### src/hw/ext_bus_params.svh
// Constants of the external area bus interface
`ifndef EXT_BUS_PARAMS_SVH
`define EXT_BUS_PARAMS_SVH
`define EB_ADDR_W 24
`define EB_AREA_MSB 23
`define EB_AREA_LSB 21
`define EB_AREA0 3'h0
`define EB_AREA7 3'h7
`define EB_MODSEL_FIRST 24'hFFFF40
`define EB_MODSEL_LAST 24'hFFFF5F
`define EB_ROM_LAST 24'h01FFFF
`define EB_RAM_FIRST 24'hFFB000
`define EB_RAM_LAST 24'hFFEFFF
`define EB_IO_FIRST 24'hFFFF60
`define EB_IO_LAST 24'hFFFFFF
`define EB_CS_DIR_ROMLESS 8'h01
`define EB_CS_DIR_ROM 8'h00
`define EB_SYNC_STAGES 2
`define EB_SETTLE_CYCLES 3
`endif

### src/hw/ext_bus_pkg.sv
// Types of the external area bus interface
package ext_bus_pkg;
	typedef enum logic [1:0] {
		SZ_BYTE = 2'h0,
		SZ_WORD = 2'h1,
		SZ_LONG = 2'h2
	} size_t;
	typedef struct packed {
		logic [23:0] addr;
		logic write;
		size_t size;
		logic [31:0] wdata;
	} bus_req_t;
	typedef struct packed {
		logic external;
		logic module_sel;
		logic [2:0] area;
	} decode_t;
	typedef enum logic [2:0] {
		ST_IDLE = 3'h0,
		ST_T1 = 3'h1,
		ST_T2 = 3'h2,
		ST_TW = 3'h3,
		ST_T3 = 3'h4,
		ST_SETTLE = 3'h5,
		ST_DONE = 3'h6
	} bus_state_t;
endpackage

### src/hw/pin_sync.sv
// Two-stage synchroniser for pin inputs
`timescale 1ns/10ps
`default_nettype none
module pin_sync #(
	parameter int W = 16
) (
	input wire logic clk_i,
	input wire logic rst_i,
	input wire logic [W-1:0] d_i,
	output logic [W-1:0] q_o
);
	logic [W-1:0] meta;
	always_ff @(posedge clk_i) begin
		if (rst_i) begin
			meta <= '0;
			q_o <= '0;
		end else begin
			meta <= d_i;
			q_o <= meta;
		end
	end
endmodule // pin_sync
`default_nettype wire

### src/hw/area_decoder.sv
// Address to area and external space decoder
`timescale 1ns/10ps
`default_nettype none
`include "ext_bus_params.svh"
module area_decoder #(
	parameter logic [23:0] ROM_LAST = `EB_ROM_LAST,
	parameter logic [23:0] RAM_FIRST = `EB_RAM_FIRST,
	parameter logic [23:0] RAM_LAST = `EB_RAM_LAST
) (
	input wire logic [23:0] addr_i,
	input wire logic rom_enable_i,
	input wire logic ram_enable_i,
	input wire logic modsel_enable_i,
	output ext_bus_pkg::decode_t dec_o
);
	logic in_rom;
	logic in_ram;
	logic in_io;
	logic in_mod;
	always_comb begin
		dec_o.area = addr_i[`EB_AREA_MSB:`EB_AREA_LSB];
		in_rom = rom_enable_i && (addr_i <= ROM_LAST);
		in_ram = ram_enable_i && (addr_i >= RAM_FIRST) && (addr_i <= RAM_LAST);
		in_io = (addr_i >= `EB_IO_FIRST);
		in_mod = modsel_enable_i && (addr_i >= `EB_MODSEL_FIRST)
			&& (addr_i <= `EB_MODSEL_LAST);
		dec_o.module_sel = in_mod;
		dec_o.external = !(in_rom || in_ram || in_io);
	end
endmodule // area_decoder
`default_nettype wire

### src/hw/ext_bus_ctrl.sv
// Basic external bus interface with eight chip-selected areas
`timescale 1ns/10ps
`default_nettype none
`include "ext_bus_params.svh"
// Contract
// - Three-state areas get zero to three program waits chosen per area.
// - Width bit set means 8-bit; state bit picks 2 or 3 states.
// - Areas start as basic interface, three-state, width from mode.
// - Only area 0 may be switched to burst ROM interface.
// - Areas 1 to 7 always use the basic interface.
// - Area 0 fully external without ROM, else outside ROM only.
// - On-chip RAM range internal only while RAM enable is set.
// - Module select drives for FFFF40-FFFF5F when its enable is set.
// - Area chip select goes low while its external space is accessed; the code keeps area 7 high for FFFF40-FFFF5F while module select is enabled.
// - Chip select pin enabled by its port direction bit.
// - Without ROM, select 0 is output after reset, others inputs.
// - With ROM, all eight selects are inputs after reset.
// - Eight-bit areas carry all data on the upper half.
// - Eight-bit areas split words in two and longwords in four.
// - Sixteen-bit areas move byte or word, longword as two words.
// - Sixteen-bit byte access: even on upper, odd on lower half.
// - Reads use one read strobe for either half.
// - Upper and lower write strobes follow the halves written.
// - Unused half floats on writes and is ignored on reads.
// - Program waits sit between the second and third state.
// - Two-state areas never get wait states.
// - Bus mode is 8-bit only when all areas are 8-bit.
module ext_bus_ctrl #(
	parameter logic [23:0] ROM_LAST = `EB_ROM_LAST,
	parameter logic [23:0] RAM_FIRST = `EB_RAM_FIRST,
	parameter logic [23:0] RAM_LAST = `EB_RAM_LAST,
	parameter int SETTLE_CYCLES = `EB_SETTLE_CYCLES
) (
	input wire logic MCLK_I,
	input wire logic RST_I,
	input wire logic REQ_VALID_I,
	input wire ext_bus_pkg::bus_req_t REQ_I,
	output logic REQ_READY_O,
	output logic RSP_VALID_O,
	output logic RSP_INTERNAL_O,
	output logic [31:0] RSP_RDATA_O,
	input wire logic ROM_ENABLE_I,
	input wire logic ONCHIP_RAM_ENABLE_I,
	input wire logic MODULE_SELECT_OUTPUT_ENABLE_I,
	input wire logic BURST_ROM_SELECT_I,
	input wire logic [7:0] AREA_WIDTH_CONTROL_I,
	input wire logic [7:0] AREA_STATE_CONTROL_I,
	input wire logic [7:0] WAIT_COUNT_CONTROL_HIGH_I,
	input wire logic [7:0] WAIT_COUNT_CONTROL_LOW_I,
	input wire logic CS_DIR_WE_I,
	input wire logic [7:0] CS_DIR_I,
	output logic [7:0] CS_DIR_O,
	output logic [7:0] AREA_CHIP_SELECT_N_O,
	output logic [7:0] AREA_CHIP_SELECT_OE_O,
	output logic MODULE_SELECT_N_O,
	output logic [23:0] ADDR_O,
	output logic RD_N_O,
	output logic UPPER_WRITE_STROBE_N_O,
	output logic LOWER_WRITE_STROBE_N_O,
	input wire logic [15:0] DATA_I,
	output logic [15:0] DATA_O,
	output logic [1:0] DATA_OE_O,
	output logic BUS_MODE_16_O
);
	// Settle must cover the output flop and both synchroniser stages
	if (SETTLE_CYCLES < `EB_SYNC_STAGES + 1 || SETTLE_CYCLES > 3) begin : g_bad_settle
		$error("SETTLE_CYCLES must be three");
	end

	// ----------------------------------------
	// Helpers
	// ----------------------------------------
	function automatic logic [1:0] access_last(input logic w8, input ext_bus_pkg::size_t sz);
		access_last = 2'h0;
		if (sz == ext_bus_pkg::SZ_WORD && w8)
			access_last = 2'h1;
		else if (sz == ext_bus_pkg::SZ_LONG)
			access_last = w8 ? 2'h3 : 2'h1;
	endfunction

	function automatic logic [23:0] access_addr(input logic [23:0] a, input logic w8,
		input ext_bus_pkg::size_t sz, input logic [1:0] k);
		logic [23:0] b;
		b = (sz == ext_bus_pkg::SZ_BYTE) ? a : {a[23:1], 1'b0};
		if (w8)
			access_addr = b + {22'h0, k};
		else
			access_addr = b + {21'h0, k, 1'b0};
	endfunction

	function automatic logic [1:0] lanes(input logic w8, input ext_bus_pkg::size_t sz,
		input logic a0);
		if (w8)
			lanes = 2'h2;
		else if (sz == ext_bus_pkg::SZ_BYTE)
			lanes = a0 ? 2'h1 : 2'h2;
		else
			lanes = 2'h3;
	endfunction

	function automatic logic [15:0] lane_wdata(input logic w8, input ext_bus_pkg::size_t sz,
		input logic a0, input logic [1:0] j, input logic [31:0] wd);
		lane_wdata = 16'h0000;
		if (w8)
			lane_wdata = {wd[8*j +: 8], 8'h00};
		else if (sz == ext_bus_pkg::SZ_BYTE)
			lane_wdata = a0 ? {8'h00, wd[7:0]} : {wd[7:0], 8'h00};
		else
			lane_wdata = wd[16*j[0] +: 16];
	endfunction

	// ----------------------------------------
	// Decode and per-area configuration
	// ----------------------------------------
	ext_bus_pkg::decode_t dec;
	logic [15:0] data_sync;
	logic take;
	logic req_w8;
	ext_bus_pkg::bus_state_t state;
	ext_bus_pkg::bus_state_t next_state;
	ext_bus_pkg::bus_req_t req;
	ext_bus_pkg::decode_t cur;
	logic w8;
	logic three_st;
	logic [1:0] waits;
	logic [1:0] wait_cnt;
	logic [1:0] acc_idx;
	logic [1:0] acc_last;
	logic [1:0] settle_cnt;
	logic [31:0] rdata;
	logic [23:0] cur_addr;
	logic [1:0] cur_lanes;
	logic more;
	logic in_bus;
	logic in_strobe;

	area_decoder #(
		.ROM_LAST(ROM_LAST),
		.RAM_FIRST(RAM_FIRST),
		.RAM_LAST(RAM_LAST)
	) u_dec (
		.addr_i(REQ_I.addr),
		.rom_enable_i(ROM_ENABLE_I),
		.ram_enable_i(ONCHIP_RAM_ENABLE_I),
		.modsel_enable_i(MODULE_SELECT_OUTPUT_ENABLE_I),
		.dec_o(dec)
	);

	pin_sync #(
		.W(16)
	) u_sync (
		.clk_i(MCLK_I),
		.rst_i(RST_I),
		.d_i(DATA_I),
		.q_o(data_sync)
	);

	assign take = REQ_VALID_I && REQ_READY_O;
	// Burst ROM forces area 0 to 16-bit; no other area has that option
	assign req_w8 = AREA_WIDTH_CONTROL_I[dec.area]
		&& !(dec.area == `EB_AREA0 && BURST_ROM_SELECT_I);
	assign cur_addr = access_addr(req.addr, w8, req.size, acc_idx);
	assign cur_lanes = lanes(w8, req.size, cur_addr[0]);
	assign more = acc_idx != acc_last;
	assign in_bus = state inside {ext_bus_pkg::ST_T1, ext_bus_pkg::ST_T2,
		ext_bus_pkg::ST_TW, ext_bus_pkg::ST_T3, ext_bus_pkg::ST_SETTLE};
	assign in_strobe = state inside {ext_bus_pkg::ST_T2, ext_bus_pkg::ST_TW};

	// ----------------------------------------
	// Bus cycle sequencer
	// ----------------------------------------
	function automatic ext_bus_pkg::bus_state_t after_bus(input logic wr, input logic m);
		if (!wr)
			after_bus = ext_bus_pkg::ST_SETTLE;
		else
			after_bus = m ? ext_bus_pkg::ST_T1 : ext_bus_pkg::ST_DONE;
	endfunction

	always_comb begin
		next_state = state;
		case (state)
			ext_bus_pkg::ST_IDLE: begin
				if (take)
					next_state = dec.external ? ext_bus_pkg::ST_T1 : ext_bus_pkg::ST_DONE;
			end
			ext_bus_pkg::ST_T1: begin
				next_state = ext_bus_pkg::ST_T2;
			end
			ext_bus_pkg::ST_T2: begin
				if (!three_st)
					next_state = after_bus(req.write, more);
				else if (waits != 2'h0)
					next_state = ext_bus_pkg::ST_TW;
				else
					next_state = ext_bus_pkg::ST_T3;
			end
			ext_bus_pkg::ST_TW: begin
				if (wait_cnt == 2'h1)
					next_state = ext_bus_pkg::ST_T3;
			end
			ext_bus_pkg::ST_T3: begin
				next_state = after_bus(req.write, more);
			end
			ext_bus_pkg::ST_SETTLE: begin
				if (settle_cnt == 2'(SETTLE_CYCLES - 1))
					next_state = more ? ext_bus_pkg::ST_T1 : ext_bus_pkg::ST_DONE;
			end
			ext_bus_pkg::ST_DONE: begin
				next_state = ext_bus_pkg::ST_IDLE;
			end
			default: begin
				next_state = ext_bus_pkg::ST_IDLE;
			end
		endcase
	end

	always_ff @(posedge MCLK_I) begin
		if (RST_I)
			state <= ext_bus_pkg::ST_IDLE;
		else
			state <= next_state;
	end

	// Latch the request and its area settings
	always_ff @(posedge MCLK_I) begin
		if (RST_I) begin
			req <= '0;
			cur <= '0;
			w8 <= 1'b0;
			three_st <= 1'b1;
			waits <= 2'h0;
			acc_last <= 2'h0;
		end else if (take) begin
			req <= REQ_I;
			cur <= dec;
			w8 <= req_w8;
			three_st <= AREA_STATE_CONTROL_I[dec.area];
			waits <= dec.area[2] ? WAIT_COUNT_CONTROL_HIGH_I[2*dec.area[1:0] +: 2]
				: WAIT_COUNT_CONTROL_LOW_I[2*dec.area[1:0] +: 2];
			acc_last <= access_last(req_w8, REQ_I.size);
		end
	end

	always_ff @(posedge MCLK_I) begin
		if (RST_I)
			acc_idx <= 2'h0;
		else if (take)
			acc_idx <= 2'h0;
		else if (next_state == ext_bus_pkg::ST_T1 && state != ext_bus_pkg::ST_IDLE)
			acc_idx <= acc_idx + 2'h1;
	end

	always_ff @(posedge MCLK_I) begin
		if (RST_I)
			wait_cnt <= 2'h0;
		else if (state == ext_bus_pkg::ST_T2)
			wait_cnt <= waits;
		else if (state == ext_bus_pkg::ST_TW)
			wait_cnt <= wait_cnt - 2'h1;
	end

	always_ff @(posedge MCLK_I) begin
		if (RST_I)
			settle_cnt <= 2'h0;
		else if (state == ext_bus_pkg::ST_SETTLE)
			settle_cnt <= settle_cnt + 2'h1;
		else
			settle_cnt <= 2'h0;
	end

	// Read data gathered most significant part first
	always_ff @(posedge MCLK_I) begin
		if (RST_I) begin
			rdata <= 32'h00000000;
		end else if (take) begin
			rdata <= 32'h00000000;
		end else if (state == ext_bus_pkg::ST_SETTLE
			&& settle_cnt == 2'(SETTLE_CYCLES - 1)) begin
			if (cur_lanes == 2'h3)
				rdata <= {rdata[15:0], data_sync};
			else if (cur_lanes == 2'h2)
				rdata <= {rdata[23:0], data_sync[15:8]};
			else
				rdata <= {rdata[23:0], data_sync[7:0]};
		end
	end

	// ----------------------------------------
	// Request and response ports
	// ----------------------------------------
	always_ff @(posedge MCLK_I) begin
		if (RST_I)
			REQ_READY_O <= 1'b0;
		else
			REQ_READY_O <= (next_state == ext_bus_pkg::ST_IDLE) && !take;
	end

	always_ff @(posedge MCLK_I) begin
		if (RST_I) begin
			RSP_VALID_O <= 1'b0;
			RSP_INTERNAL_O <= 1'b0;
			RSP_RDATA_O <= 32'h00000000;
		end else begin
			RSP_VALID_O <= state == ext_bus_pkg::ST_DONE;
			if (state == ext_bus_pkg::ST_DONE) begin
				RSP_INTERNAL_O <= !cur.external;
				RSP_RDATA_O <= (cur.external && !req.write) ? rdata : 32'h00000000;
			end
		end
	end

	// ----------------------------------------
	// Chip select direction and bus mode
	// ----------------------------------------
	always_ff @(posedge MCLK_I) begin
		if (RST_I)
			CS_DIR_O <= ROM_ENABLE_I ? `EB_CS_DIR_ROM : `EB_CS_DIR_ROMLESS;
		else if (CS_DIR_WE_I)
			CS_DIR_O <= CS_DIR_I;
	end

	always_ff @(posedge MCLK_I) begin
		if (RST_I) begin
			AREA_CHIP_SELECT_OE_O <= 8'h00;
			BUS_MODE_16_O <= 1'b0;
		end else begin
			AREA_CHIP_SELECT_OE_O <= CS_DIR_O;
			BUS_MODE_16_O <= !(&AREA_WIDTH_CONTROL_I) || BURST_ROM_SELECT_I;
		end
	end

	// ----------------------------------------
	// Pin drivers, one cycle behind the sequencer
	// ----------------------------------------
	always_ff @(posedge MCLK_I) begin
		if (RST_I) begin
			AREA_CHIP_SELECT_N_O <= 8'hFF;
			MODULE_SELECT_N_O <= 1'b1;
			ADDR_O <= 24'h000000;
		end else begin
			AREA_CHIP_SELECT_N_O <= 8'hFF;
			if (in_bus && !cur.module_sel)
				AREA_CHIP_SELECT_N_O[cur.area] <= 1'b0;
			MODULE_SELECT_N_O <= !(in_bus && cur.module_sel);
			if (in_bus)
				ADDR_O <= cur_addr;
		end
	end

	always_ff @(posedge MCLK_I) begin
		if (RST_I) begin
			RD_N_O <= 1'b1;
			UPPER_WRITE_STROBE_N_O <= 1'b1;
			LOWER_WRITE_STROBE_N_O <= 1'b1;
		end else begin
			RD_N_O <= !(in_bus && !req.write);
			UPPER_WRITE_STROBE_N_O <= !(in_strobe && req.write && cur_lanes[1]);
			LOWER_WRITE_STROBE_N_O <= !(in_strobe && req.write && cur_lanes[0]);
		end
	end

	always_ff @(posedge MCLK_I) begin
		if (RST_I) begin
			DATA_O <= 16'h0000;
			DATA_OE_O <= 2'h0;
		end else begin
			DATA_O <= lane_wdata(w8, req.size, cur_addr[0], acc_last - acc_idx,
				req.wdata);
			if (req.write && in_bus && state != ext_bus_pkg::ST_SETTLE)
				DATA_OE_O <= cur_lanes;
			else
				DATA_OE_O <= 2'h0;
		end
	end
endmodule // ext_bus_ctrl
`default_nettype wire

### config.mk
export PLATFORM = sky130hd
export DESIGN_NAME = ext_bus_ctrl
export DESIGN_NICKNAME = d
export VERILOG_FILES = /design/src/hw/ext_bus_pkg.sv /design/src/hw/pin_sync.sv /design/src/hw/area_decoder.sv /design/src/hw/ext_bus_ctrl.sv
export VERILOG_INCLUDE_DIRS = /design/src /design/src/hw
export SDC_FILE = /design/constraint.sdc
export NUM_CORES = 1
export LEC_CHECK = 0
export ABC_AREA = 1
export BUFFER_PORTS_ARGS = -buffer_cell sky130_fd_sc_hd__buf_4
export CORE_MARGIN = 2
export CORE_UTILIZATION = 49
export DETAILED_ROUTE_END_ITERATION = 10
export PLACE_DENSITY = 0.76
export SETUP_SLACK_MARGIN = 0.15
export SYNTH_ARGS = -nofsm -noshare
export SYNTH_HDL_FRONTEND = slang
export SYNTH_SLANG_ARGS = --single-unit
### constraint.sdc
create_clock -name MCLK_I -period 2 [get_ports MCLK_I]
set_input_delay 0 -clock MCLK_I [delete_from_list [all_inputs] [get_ports MCLK_I]]
set_output_delay 0 -clock MCLK_I [all_outputs]
set_load 0.01 [all_outputs]
# ---- After elaboration in Yosys (flattened, before gate mapping)
# Index checks and enable logic that the tools add are counted.
dict set report word_totals {
  output_inout_bits 106
  ff_bits 249
  wordCells 158
  in_bits 123
}
dict set report classes {
  bitwise_logic 4
  add_sub_neg 6
  n_mux 35
  n_shift 4
  eq_ne 15
  n_lt_le_gt_ge 9
  reduce_logical 51
}
# op n
set op_table {}
lappend op_table {{$ge A24 B24 Y1 const B} 3}
lappend op_table {{$mux W32} 2}
lappend op_table {{$le A24 B24 Y1 const B} 2}
lappend op_table {{$mux W16} 3}
lappend op_table {{$shiftx A32 B6 Y16} 1}
lappend op_table {{$shiftx A32 B6 Y8} 1}
lappend op_table {{$add A24 B2 Y24} 1}
lappend op_table {{$add A24 B3 Y24} 1}
lappend op_table {{$le A24 B17 Y1 const B} 1}
lappend op_table {{$mux W24} 1}
lappend op_table {{$mux W3} 8}
lappend op_table {{$mux W8} 3}
lappend op_table {{$logic_and A1 B1 Y1} 22}
lappend op_table {{$mux W2} 9}
lappend op_table {{$pmux W3 S6} 1}
lappend op_table {{$shiftx A8 B4 Y2} 2}
lappend op_table {{$logic_not A1 Y1} 11}
lappend op_table {{$reduce_or A2 Y1} 5}
lappend op_table {{$eq A3 B3 Y1 const B} 3}
lappend op_table {{$logic_not A3 Y1} 3}
lappend op_table {{$eq A2 B2 Y1 const B} 4}
lappend op_table {{$lt A3 B4 Y1 const B} 2}
lappend op_table {{$not A8 Y8} 1}
lappend op_table {{$reduce_and A8 Y1} 1}
lappend op_table {{other kinds (18)} 33}

# ---- Longest topological paths before layout
# Gate-level depths: netlist of the first run.
dict set report logic_depth {
  word_depth 10
  ltp_mapped 14
  ltp_nobuf 14
}

# ---- Hierarchy
# Synthesis of the first run repeated with hierarchy kept, for this count alone.
dict set report hier_totals {
  hier_cells 1410
  area_unflattened_um2 10616.4
}
# mod instances cells_per_inst seq_area_each_um2 area_per_inst_um2
set modules_own_cells {}
lappend modules_own_cells {ext_bus_ctrl 1 1270 4424.2 9494.1}
lappend modules_own_cells {pin_sync 1 99 640.6 914.6}
lappend modules_own_cells {area_decoder 1 41 0.0 207.7}

# ---- Worst setup path after synthesis of the first run
# OpenSTA, ideal clock, no wires.
dict set report synth_path {
  path_kind {reg-to-reg}
  start {reg req[32] (netlist bit)}
  end {reg ADDR_O[22]}
  t_required_ns 1.930
  path_slack_ns -0.023
  t_arrival_ns 1.953
  path_buffers 0
  synth_period_minus_slack_ns 2.023
  path_stages_with_launch 15
  path_cell_list {dfxtp_1 > inv_1 > nand2_1 > nor2_1 > ha_1 > inv_1 > fa_1 > inv_1 > a21oi_1 > nor2_1 > nand2_1 > nor3_1 > nand2_1 > xor2_1 > a21oi_1}
}
dict set report synth_between {
  elab_chain_cells 4
}
# element line
set synth_rtl {}
lappend synth_rtl {{start: declaration} ext_bus_ctrl.sv:121} ;# ext_bus_pkg::bus_req_t req;
lappend synth_rtl {{start signal: assignment} ext_bus_ctrl.sv:227} ;# req <= '0;
lappend synth_rtl {{start signal: assignment} ext_bus_ctrl.sv:234} ;# req <= REQ_I;
lappend synth_rtl {{$logic_not A2 Y1 *} ext_bus_ctrl.sv:84} ;# b = (sz == ext_bus_pkg::SZ_BYTE) ? a : {a[23:1], 1'b0};
lappend synth_rtl {{$mux W1 *} ext_bus_ctrl.sv:84}
lappend synth_rtl {{$add A24 B3 Y24 or $add A24 B2 Y24 (tied branches)} {ext_bus_ctrl.sv:88, ext_bus_ctrl.sv:86}}
lappend synth_rtl {{$mux W24 *} ext_bus_ctrl.sv:85} ;# if (w8)
lappend synth_rtl {{end signal: assignment} ext_bus_ctrl.sv:346} ;# ADDR_O <= cur_addr;
lappend synth_rtl {{end: declaration} ext_bus_ctrl.sv:56} ;# output logic [23:0] ADDR_O,
# Mark *: on every way between the ends. The rest lies on a longest branch, timed or not.
# A chain may end at the register's enable or synchronous reset.

# ---- Worst setup path after layout of the first run
dict set report layout_path {
  start {reg req[32] (netlist bit)}
  end {reg ADDR_O[21]}
}
# The elaborated chain is that of the path after synthesis.

==> results.tsv, run 1 <==
stage	metric	value	unit
logic_synthesis	synth_xor_xnor_area_share	1.696	%
clock_network	cts_sinks	246	
global_routing	grt_pass1_vias	10171	
sta	fmax	0.4919	GHz
power_and_ir_drop	total_power	14.59	mW
power_and_ir_drop	switching_share	31.57	%
power_and_ir_drop	comb_power_share	25.5	%
setup_path	r2r_start	req[32]	
logic_synthesis	synth_edf_count	8	
logic_synthesis	syn_nets	1509	
logic_synthesis	yosys.area_share.simple	23.26	%
worst_hold_path	hp-start	REQ_I[58]	
setup_path	crit_family	simple AND/OR/NAND/NOR gates	
power_and_ir_drop	peakVddDrop	0.0006326	V
sta	clock_skew	0.01763	ns
global_routing	grt_pass1_wl	49.36	mm
logic_synthesis	yosysSeqAreaShare	48.47	%
cells_and_area	antenna_cells	0	
clock_network	cts_buffers	26	
logic_synthesis	ys_types	48	
logic_synthesis	yosys-top-cells-area	dfxtp_1 46%, nand2_1 8.1%, nor2_1 7.3%	
status	violations	setup timing	
global_routing	antenna_found_initial	0	
logic_synthesis	synth_mux_area_share	0	%
logic_synthesis	yosysMostFrequentCell	dfxtp_1	
sta	setup_viol	4	
sta	hold_violations	0	
detailed_routing	detail_route.iter0.violations	726	
floorplan	die_y	149.2	microns
logic_synthesis	synth_compound_area_share	16.25	%
placed_design	pre_cts_slack	-0.06334	ns
floorplan	start_util	49.59	%
setup_path	startpoint	req[32]	
setup_path	path_cells	inv_2 -> nand2_2 -> nor2_2 -> ha_2 -> buf_4 -> buf_4 -> a21oi_1 -> nor2_1 -> nor2_1 -> a21oi_2 -> nand2_2 -> nor2_4 -> nand2_1 -> xor2_1 -> a21oi_1	
power_and_ir_drop	power_switching	4.607	mW
detailed_routing	top_layer	met4	
power_and_ir_drop	seqPwrFrac	41.7	%
global_routing	grt-ovfl-total	0	
logic_synthesis	yosysWarnings	0	
detailed_routing	wl_per_cell	15.54	microns
logic_synthesis	async_flop_share	0	%
global_routing	grt_max_degree	79	
detailed_routing	ant_nets	0	
logic_synthesis	yosysTopAreaCell	dfxtp_1	
job	drv_cap	0	
sta	period_share	101.7	%
cells_and_area	final_util	69.91	%
cells_and_area	area_growth_syn_to_layout	40.98	%
cells_and_area	fill_cells	1685	
power_and_ir_drop	power_leakage	6.294	nW
detailed_routing	wl_met1	13.08	mm
logic_synthesis	synthCells	1377	
power_and_ir_drop	p_per_area	1002	nW/um^2
global_routing	track_usage	27.00	%
logic_synthesis	ys_ff_latch	246	
placed_design	place_congestion	0.9103	
status	status	finished with violations	
floorplan	die-area	22250	sq um
detailed_routing	post-route-drc-count	0	
logic_synthesis	synth_area	10330	sq um
setup_path	cp.required	2.47	ns
setup_path	critPathLaunchType	register	
setup_path	cpPeakStageDelay	0.31	ns
detailed_routing	drt-total-wl	31.15	mm
power_and_ir_drop	p_int	9.983	mW
floorplan	io_pins	229	
logic_synthesis	syn_avg_cell_area	7.499	sq um
worst_hold_path	hp-class	in -> reg	
floorplan	core-area	20820	sq um
setup_path	arrival	2.50	ns
logic_synthesis	synth_ff_type	dfxtp_1	
floorplan	die_x	149.2	microns
sta	period_minus_slack	2.033	ns
placed_design	io_buffers	228	
clock_network	htreeDepth	1	
setup_path	crit_type	reg -> reg	
setup_path	path_buf_inv	3	
cells_and_area	drive_gt1_share	22.50	%
setup_path	critPathMaxFanout	3	
clock_network	clk_path_buf_depth	3	
placed_design	dp_hpwl	20.28	mm
detailed_routing	dr.pass1.iters	6	
clock_network	cts_tree	done	
clock_network	cts-root-buf	clkbuf_16	
detailed_routing	dr_wl_met2	15.22	mm
sta	slew_violations	0	
placed_design	place_area	12380	sq um
logic_synthesis	synth_common_cells	238 x dfxtp_1, 224 x nand2_1, 200 x nor2_1	
setup_path	crit_slowest_cell	dfxtp_2	
floorplan	num_rows	53	
cells_and_area	final_area	14560	sq um
sta	setup_slack	-0.03305	ns
cells_and_area	final_net_count	1845	
logic_synthesis	synth_top_area_share	46.14	%
detailed_routing	vias	10531	
power_and_ir_drop	power_frac_clock	32.8	%
logic_synthesis	yosys.area_share.adder	1.236	%
detailed_routing	wl_met3	2.125	mm
sta	rsz0062_at_grt	true	
setup_path	end_kind	register	
sta	worst_pin_slew	0.5833	ns
clock_network	clkLatencyLatePin	0.53	ns
clock_network	clkTransAtPathRegs	0.06	ns
sta	relSlewSlack	61.05	%
logic_synthesis	synth_top_family_by_area	simple AND/OR/NAND/NOR gates	
detailed_routing	routed_via_density	5.255	
power by group through the flow:
stage	sequential (mW)	combinational [mW]	clock (mW)
final	6.09	3.72	4.78
after global routing	6.14	4.07	5.05
after CTS	6.06	3.62	4.84
after detailed placement	6.15	3.41	0
after global placement	6.15	3.35	0
after floorplan	6.13	1.99	0
worst paths after layout:
check,cells past startpoint,endpoint,slack [ns]
min,4,req[58],0.04
max reg2reg,15,ADDR_O[21],-0.03
max,15,ADDR_O[21],-0.03
min reg2reg,2,u_sync.q_o[3],0.40
through the flow:
stage | TNS, ns | instances | hold WS [ns]
global placement | -0.07182 | 1840 | 0.2059
floorplan | 0 | 1377 | 0.1070
finish | -0.09414 | 2004 | 0.04205
detailed placement | -0.2711 | 1840 | 0.2061
global route | -1.300 | 2004 | 0.04721
CTS | -0.2015 | 1998 | 0.01624
layout by cell type, fill, tap and decap left out, types with 15 or more instances in the layout:
cell type and count:
buf_4 264, dfxtp_1 232, nand2_1 218, nor2_1 189
inv_1 132, a21oi_1 112, dlygate4sd3_1 111, nand3_1 100
o21ai_0 95, o211ai_1 40, clkbuf_16 28, inv_2 25
o21ai_1 17, nand4_1 15, xor2_1 15
state kept, by name (all words and copies together), names as in the netlist, 3 cells and up:
signal,flops
CS_DIR_O,8
AREA_CHIP_SELECT_OE_O,8
u_sync.meta,16
u_sync.q_o,16
req,59
RSP_RDATA_O,32
rdata,32
DATA_O,16
ADDR_O,24
state,3
AREA_CHIP_SELECT_N_O,8
per-layer routing:
metal | track usage, % | vias up
met1 | 34.15 | 4881
met5 | 0 | -
li1 | - | 5168
met4 | 8.619 | 0
met2 | 46.89 | 419
met3 | 4.709 | 63
cell families (layout without fill, tap and decap cells):
family / after synthesis / in the layout
AND/OR/NAND/NOR: 569 / 569
XOR/XNOR: 20 / 20
AO/OA/AOI/OAI: 300 / 300
flip-flops: 246 / 246
adder cells (fa/ha/maj): 9 / 9
buffers and inverters: 233 / 585
tightest hold or removal path, delay by kind of cell:
kind                   cells  cell delay, ns
AOI/OAI and AO/OA          1            0.05
buffers and inverters      2            0.32
and+or+nand+nor            1            0.15
cell type report:
cell class	instances	area, sq um	area share [%]
clock inverter	8	93.84	0.6446
clock buffer	36	749.5	5.148
inverter	160	605.6	4.160
timing repair buffer	381	3209	22.05
sequential	246	5017	34.46
multi-input combinational	898	4538	31.17
tap	275	344.1	2.364
repair_timing:
item                                    in CTS  in global routing
gates resized for setup                     10                 37
endpoints found under the setup margin      20                 45
hold buffers                               111                  0
cloned                                       0                  1
hold endpoints to repair                   106                  0
pin swaps                                    5                 12
buffers inserted                             3                  5
(Power assumes the default switching activity.)
==> run 2: changes to the inputs <==
- ABC_AREA: 1 -> default
- CORE_UTILIZATION: 49 -> 48
- CTS_CLUSTER_DIAMETER: default -> 120
- PLACE_DENSITY: 0.76 -> 0.75
==> run 2 against run 1 <==
  * The run still ends with setup timing left
  * Non-clock buffer count up 15
  * Clock power down 3%
  * Worst setup slack worse by 0.34 ns
  * Utilization up 0.90 points
  * Count of clock-buffer cells in the layout down 4
  * First-iteration DRC count down 21%
  * Clock skew up 0.00078 ns
  * Via count down 15%
  * Synthesized area down 5.1%
  * Critical path depth down 4
==> results.tsv, run 2 <==
stage	metric	value	unit
clock_network	htreeDepth	1	
clock_network	clkTransAtPathRegs	0.06	ns
sta	relSlewSlack	55.73	%
setup_path	r2r-end	ADDR_O[22]	
logic_synthesis	yosysMostFrequentCell	dfxtp_1	
status	status	finished with violations	
setup_path	r2r_setup_slack	-0.37	ns
global_routing	antenna_found_initial	1	
logic_synthesis	ys_ff_latch	246	
cells_and_area	regMostFlops	req	
power_and_ir_drop	p_int	9.910	mW
logic_synthesis	synth_common_cells	238 x dfxtp_1, 196 x nand2_1, 99 x nor2_1	
sta	setup_viol	17	
logic_synthesis	synth_ff_type	dfxtp_1	
placed_design	dp_hpwl	17.39	mm
sta	worst_pin_slew	0.6473	ns
floorplan	io_pins	229	
cells_and_area	final_area	14240	sq um
global_routing	grt-ovfl-total	0	
power_and_ir_drop	comb_power_share	25.9	%
cells_and_area	largest_reg_flops	59	
setup_path	cp.required	2.44	ns
detailed_routing	drt-total-wl	27.49	mm
cells_and_area	final_net_count	1522	
setup_path	reg2reg_depth	11	
logic_synthesis	synth_area	9797	sq um
logic_synthesis	yosysWarnings	0	
placed_design	io_buffers	228	
logic_synthesis	synthCells	1044	
floorplan	start_util	48.73	%
setup_path	critPathMaxFanout	5	
detailed_routing	vias	8951	
clock_network	cts_buffers	25	
sta	period_share	118.5	%
logic_synthesis	yosysTopAreaCell	dfxtp_1	
power_and_ir_drop	peakVddDrop	0.0006737	V
detailed_routing	post-route-drc-count	0	
global_routing	grt_pass1_wl	43.44	mm
floorplan	num_rows	52	
sta	setup_slack	-0.3691	ns
global_routing	grt_pass1_vias	8654	
clock_network	cts_sinks	246	
power_and_ir_drop	switching_share	29.76	%
logic_synthesis	yosysSeqAreaShare	51.09	%
worst_hold_path	hp-start	AREA_STATE_CONTROL_I[2]	
worst_hold_path	hold_path_depth	5	
cells_and_area	reg.largest.list	req (59), RSP_RDATA_O (32), rdata (32)	
floorplan	die_y	146.9	microns
sta	period_minus_slack	2.369	ns
logic_synthesis	ys_types	57	
power_and_ir_drop	power_switching	4.198	mW
worst_hold_path	hold_end	three_st	
cells_and_area	layout.cells.most_common	buf_4	
detailed_routing	ant_nets	0	
global_routing	track_usage	24.47	%
clock_network	cts_tree	done	
worst_hold_path	hp-class	in -> reg	
logic_synthesis	synth_edf_count	8	
job	drv_cap	0	
floorplan	die-area	21570	sq um
power_and_ir_drop	power_leakage	5.679	nW
floorplan	core-area	20100	sq um
logic_synthesis	synth_top_area_share	48.63	%
logic_synthesis	yosys-top-cells-area	dfxtp_1 49%, nand2_1 7.5%, nor2_1 3.8%	
clock_network	cts-root-buf	clkbuf_16	
cells_and_area	final_cell_mix	278 x buf_4, 230 x dfxtp_1, 194 x nand2_1	
status	violations	setup timing	
setup_path	arrival	2.81	ns
logic_synthesis	syn_nets	1176	
detailed_routing	detail_route.iter0.violations	570	
logic_synthesis	async_flop_share	0	%
sta	fin_setup_tns	-2.394	ns
detailed_routing	wl_per_cell	16.39	microns
floorplan	die_x	146.9	microns
clock_network	clkLatencyLatePin	0.54	ns
detailed_routing	dr.pass1.iters	5	
detailed_routing	routed_via_density	5.338	
sta	fmax	0.4221	GHz
setup_path	r2r_start	req[32]	
sta	hold_violations	0	
cells_and_area	drive_gt1_share	29.87	%
placed_design	place_congestion	0.8392	
sta	slew_violations	0	
setup_path	crit_type	reg -> reg	
power_and_ir_drop	power_frac_clock	32.8	%
cells_and_area	area_growth_syn_to_layout	45.33	%
sta	clock_skew	0.01841	ns
placed_design	place_area	12090	sq um
setup_path	end_kind	register	
power_and_ir_drop	seqPwrFrac	41.3	%
setup_path	critPathLaunchType	register	
clock_network	clk_path_buf_depth	3	
power_and_ir_drop	p_per_area	990.9	nW/um^2
sta	rsz0062_at_grt	true	
global_routing	grt_max_degree	70	
logic_synthesis	syn_avg_cell_area	9.384	sq um
-- run 2: stage by stage --
step	hold slack, ns	setup WS [ns]	cells	utilization [%]	total power, mW
5_1_grt	0.09568	-0.4753	1677	70.82	14.71
3_3_place_gp	0.2127	-0.3118	1515	60.14	9.023
2_1_floorplan	0.1018	-0.3244	1044	-	7.723
3_5_place_dp	0.2160	-0.3786	1515	60.14	9.099
6_report	0.06908	-0.3691	1677	70.82	14.11
4_1_cts	0.05186	-0.3216	1664	69.81	13.97
-- run 2: cell families (layout without fill, tap and decap cells) --
family	count (synthesis)	count (layout)	share of synthesized area, %
buffers and inverters	92	454	3.729
other	0	1	0
XOR/XNOR	24	24	2.529
AND/OR/NAND/NOR	427	427	19.91
multiplexers	39	39	6.411
adder cells (fa/ha/maj)	9	9	1.303
flip-flops	246	246	51.09
AO/OA/AOI/OAI	207	207	15.03
-- run 2: cell type report --
type                            instances  area (sq um)
Clock inverter                         11         127.6
Fill cell                            1475          5867
Antenna cell                            1         2.502
Tap cell                              270         337.8
Multi-Input combinational cell        706          4659
Sequential cell                       246          5017
Clock buffer                           32         681.9
Inverter                               15         56.30
Timing Repair Buffer                  396          3354
-- run 2: power groups by stage --
stage / registers (mW) / clock network (mW) / logic (mW)
after floorplan: 5.96 / 0 / 1.77
after detailed placement: 5.92 / 0 / 3.18
after global placement: 5.90 / 0 / 3.12
final: 5.83 / 4.63 / 3.65
after CTS: 5.83 / 4.69 / 3.46
after global routing: 5.89 / 4.89 / 3.93
-- run 2: critical path: stages, from the launching register on --
cell and delay [ns]:
dfxtp_2 0.33, nor2_4 0.10, and2_4 0.15, ha_4 0.13, inv_2 0.03, fa_2 0.33
nand2b_4 0.16, a211oi_4 0.21, and4_4 0.28, nand4_1 0.14, xor2_1 0.20, a211oi_1 0.20
-- run 2: repair_timing --
item / CTS / global route
buffers inserted: 8 / 12
gates resized for setup: 31 / 22
endpoints found under the setup margin: 37 / 35
pin swaps: 32 / 23
hold buffers: 98 / 0
endpoints found under the hold margin: 124 / 0
-- run 2: metal layers --
layer	GRT usage [%]	part of all wire (%)	up-vias
met5	0	0	-
met4	8.398	3.0	0
met3	4.565	6.7	69
met2	41.17	49	348
met1	31.79	42	4202
li1	-	-	4332
-- run 2: worst max path at each step --
stage,from,end,slack (ns)
floorplan,req[32],ADDR_O[22],-0.32
global placement,req[32],ADDR_O[22],-0.31
detailed placement,req[32],ADDR_O[22],-0.38
CTS,req[32],ADDR_O[22],-0.32
global route,req[32],ADDR_O[22],-0.48
finish,req[32],ADDR_O[22],-0.37
==> run 3: changes to the inputs <==
- MAX_ROUTING_LAYER: default -> met4
==> run 3 against run 2 <==
  * The flow still finishes with violations (setup timing)
  * Routed wire length increased by 0.22%
  * Combinational power about the same
  * Critical path depth unchanged
  * Register-to-register slack about the same
  * Die area unchanged
  * Sequential power about the same
  * Largest cell class unchanged
  * Highest routed layer unchanged
==> results.tsv, run 3 (synthesis gave the netlist of run 2 again) <==
stage	metric	value	unit
power_and_ir_drop	power_leakage	5.679	nW
power_and_ir_drop	comb_power_share	25.9	%
clock_network	cts_tree	done	
sta	fin_setup_tns	-2.392	ns
cells_and_area	fin_cells	1677	
setup_path	crit_type	reg -> reg	
cells_and_area	regMostFlops	req	
cells_and_area	final_area	14240	sq um
detailed_routing	dr.pass1.iters	5	
detailed_routing	vias	8943	
setup_path	end_kind	register	
sta	setup_viol	17	
global_routing	grtUsageMet2	41.15	%
floorplan	die_x	146.9	microns
cells_and_area	drive_gt1_share	29.87	%
setup_path	crit_slowest_cell	dfxtp_2	
global_routing	grt_pass1_vias	8642	
global_routing	grt-ovfl-total	0	
status	violations	setup timing	
global_routing	met1_usage	32.17	%
cells_and_area	largest_reg_flops	59	
placed_design	place_area	12090	sq um
cells_and_area	final_util	70.82	%
clock_network	cts_sinks	246	
setup_path	arrival	2.81	ns
global_routing	grt_max_degree	70	
global_routing	track_usage	25.26	%
cells_and_area	fill_cells	1475	
floorplan	num_rows	52	
setup_path	cpPeakStageDelay	0.33	ns
clock_network	clk_path_buf_depth	3	
placed_design	dp_hpwl	17.39	mm
setup_path	critPathMaxFanout	5	
sta	period_share	118.4	%
sta	fmax	0.4222	GHz
floorplan	core-area	20100	sq um
clock_network	clkLatencyLatePin	0.53	ns
global_routing	grt_use_met3	4.255	%
cells_and_area	final_cell_mix	278 x buf_4, 230 x dfxtp_1, 194 x nand2_1	
detailed_routing	wl_per_cell	16.43	microns
global_routing	grt_pass1_wl	43.50	mm
sta	rsz0062_at_grt	true	
worst_hold_path	hp-class	in -> reg	
sta	whs	0.07056	ns
sta	setup_slack	-0.3687	ns
cells_and_area	seqCellArea	5017	sq um
floorplan	die_y	146.9	microns
power_and_ir_drop	power_switching	4.194	mW
power_and_ir_drop	total_power	14.10	mW
floorplan	die-area	21570	sq um
clock_network	cts-root-buf	clkbuf_16	
job	drv_cap	0	
power_and_ir_drop	switching_share	29.74	%
placed_design	pre_cts_slack	-0.3786	ns
setup_path	critPathLaunchType	register	
detailed_routing	routed_via_density	5.333	
cells_and_area	final_net_count	1522	
detailed_routing	detail_route.iter0.violations	601	
placed_design	place_congestion	0.8522	
power_and_ir_drop	seqPwrFrac	41.4	%
setup_path	path_cells	nor2_4 -> and2_4 -> ha_4 -> inv_2 -> fa_2 -> nand2b_4 -> a211oi_4 -> and4_4 -> nand4_1 -> xor2_1 -> a211oi_1	
power_and_ir_drop	p_per_area	990.6	nW/um^2
detailed_routing	ant_nets	0	
floorplan	start_util	48.73	%
sta	worst_pin_slew	0.6565	ns
floorplan	io_pins	229	
clock_network	cts_buffers	25	
sta	slew_violations	0	
global_routing	grt_busiest_layer	met2	
setup_path	r2r_start	req[32]	
sta	hold_violations	0	
setup_path	cp.required	2.44	ns
detailed_routing	post-route-drc-count	0	
cells_and_area	layout.cells.most_common	buf_4	
placed_design	io_buffers	228	
power_and_ir_drop	p_int	9.910	mW
power_and_ir_drop	peakVddDrop	0.0006748	V
sta	relSlewSlack	55.10	%
setup_path	startpoint	req[32]	
detailed_routing	drt-total-wl	27.55	mm
cells_and_area	area_growth_syn_to_layout	45.33	%
power_and_ir_drop	power_frac_clock	32.8	%
worst_hold_path	hp-start	AREA_STATE_CONTROL_I[2]	
global_routing	antenna_found_initial	1	
sta	period_minus_slack	2.369	ns
clock_network	clkTransAtPathRegs	0.06	ns
clock_network	htreeDepth	1	
sta	clock_skew	0.01523	ns
cells_and_area	reg.largest.list	req (59), RSP_RDATA_O (32), rdata (32)	
status	status	finished with violations	
placed_design	dp.cells	1515	
cells_and_area	multi_input_area	4659	sq um
run 3: cell counts in the layout (fill, tap and decap cells not counted):
Identical to the previous run, type by type.
run 3: path summary, 6_finish.rpt:
kind / slack, ns / end / depth (start not counted)
max: -0.37 / ADDR_O[22] / 11
min: 0.07 / three_st / 5
max reg2reg: -0.37 / ADDR_O[22] / 11
min reg2reg: 0.41 / settle_cnt[0] / 1
run 3: cell type report:
cell class	instances	share of cell area (%)
Inverter	15	0.3955
Multi-Input combinational cell	706	32.73
Tap cell	270	2.373
Antenna cell	1	0.01758
Clock buffer	32	4.790
Sequential cell	246	35.24
Clock inverter	11	0.8964
Timing Repair Buffer	396	23.56
run 3: layer usage:
metal	vias to the layer above	share of wire (%)
met3	80	6.8
met5	-	0
met2	365	49
li1	4338	-
met4	0	3.1
met1	4160	41
run 3: timing repair:
action                                  4_1_cts  5_1_grt
endpoints found under the hold margin       124        0
pin swaps                                    32       23
resized for setup                            31       22
endpoints found under the setup margin       37       35
setup buffers                                 8       12
hold buffers                                 98        0
run 3: power groups by stage:
| stage | combinational (mW) | clock (mW) | sequential (mW) |
|---|---|---|---|
| 3_5_place_dp | 3.18 | 0 | 5.92 |
| 6_report | 3.65 | 4.62 | 5.83 |
| 2_1_floorplan | 1.77 | 0 | 5.96 |
| 4_1_cts | 3.46 | 4.69 | 5.83 |
| 3_3_place_gp | 3.12 | 0 | 5.90 |
| 5_1_grt | 3.94 | 4.89 | 5.89 |
run 3: critical path, delay by kind of cell (launching register included):
family	cells	cell delay, ns
AND/OR/NAND/NOR	5	0.83
adder cells (fa/ha/maj)	2	0.46
AO/OA/AOI/OAI	2	0.41
flip-flops	1	0.33
XOR/XNOR	1	0.20
buffers and inverters	1	0.03
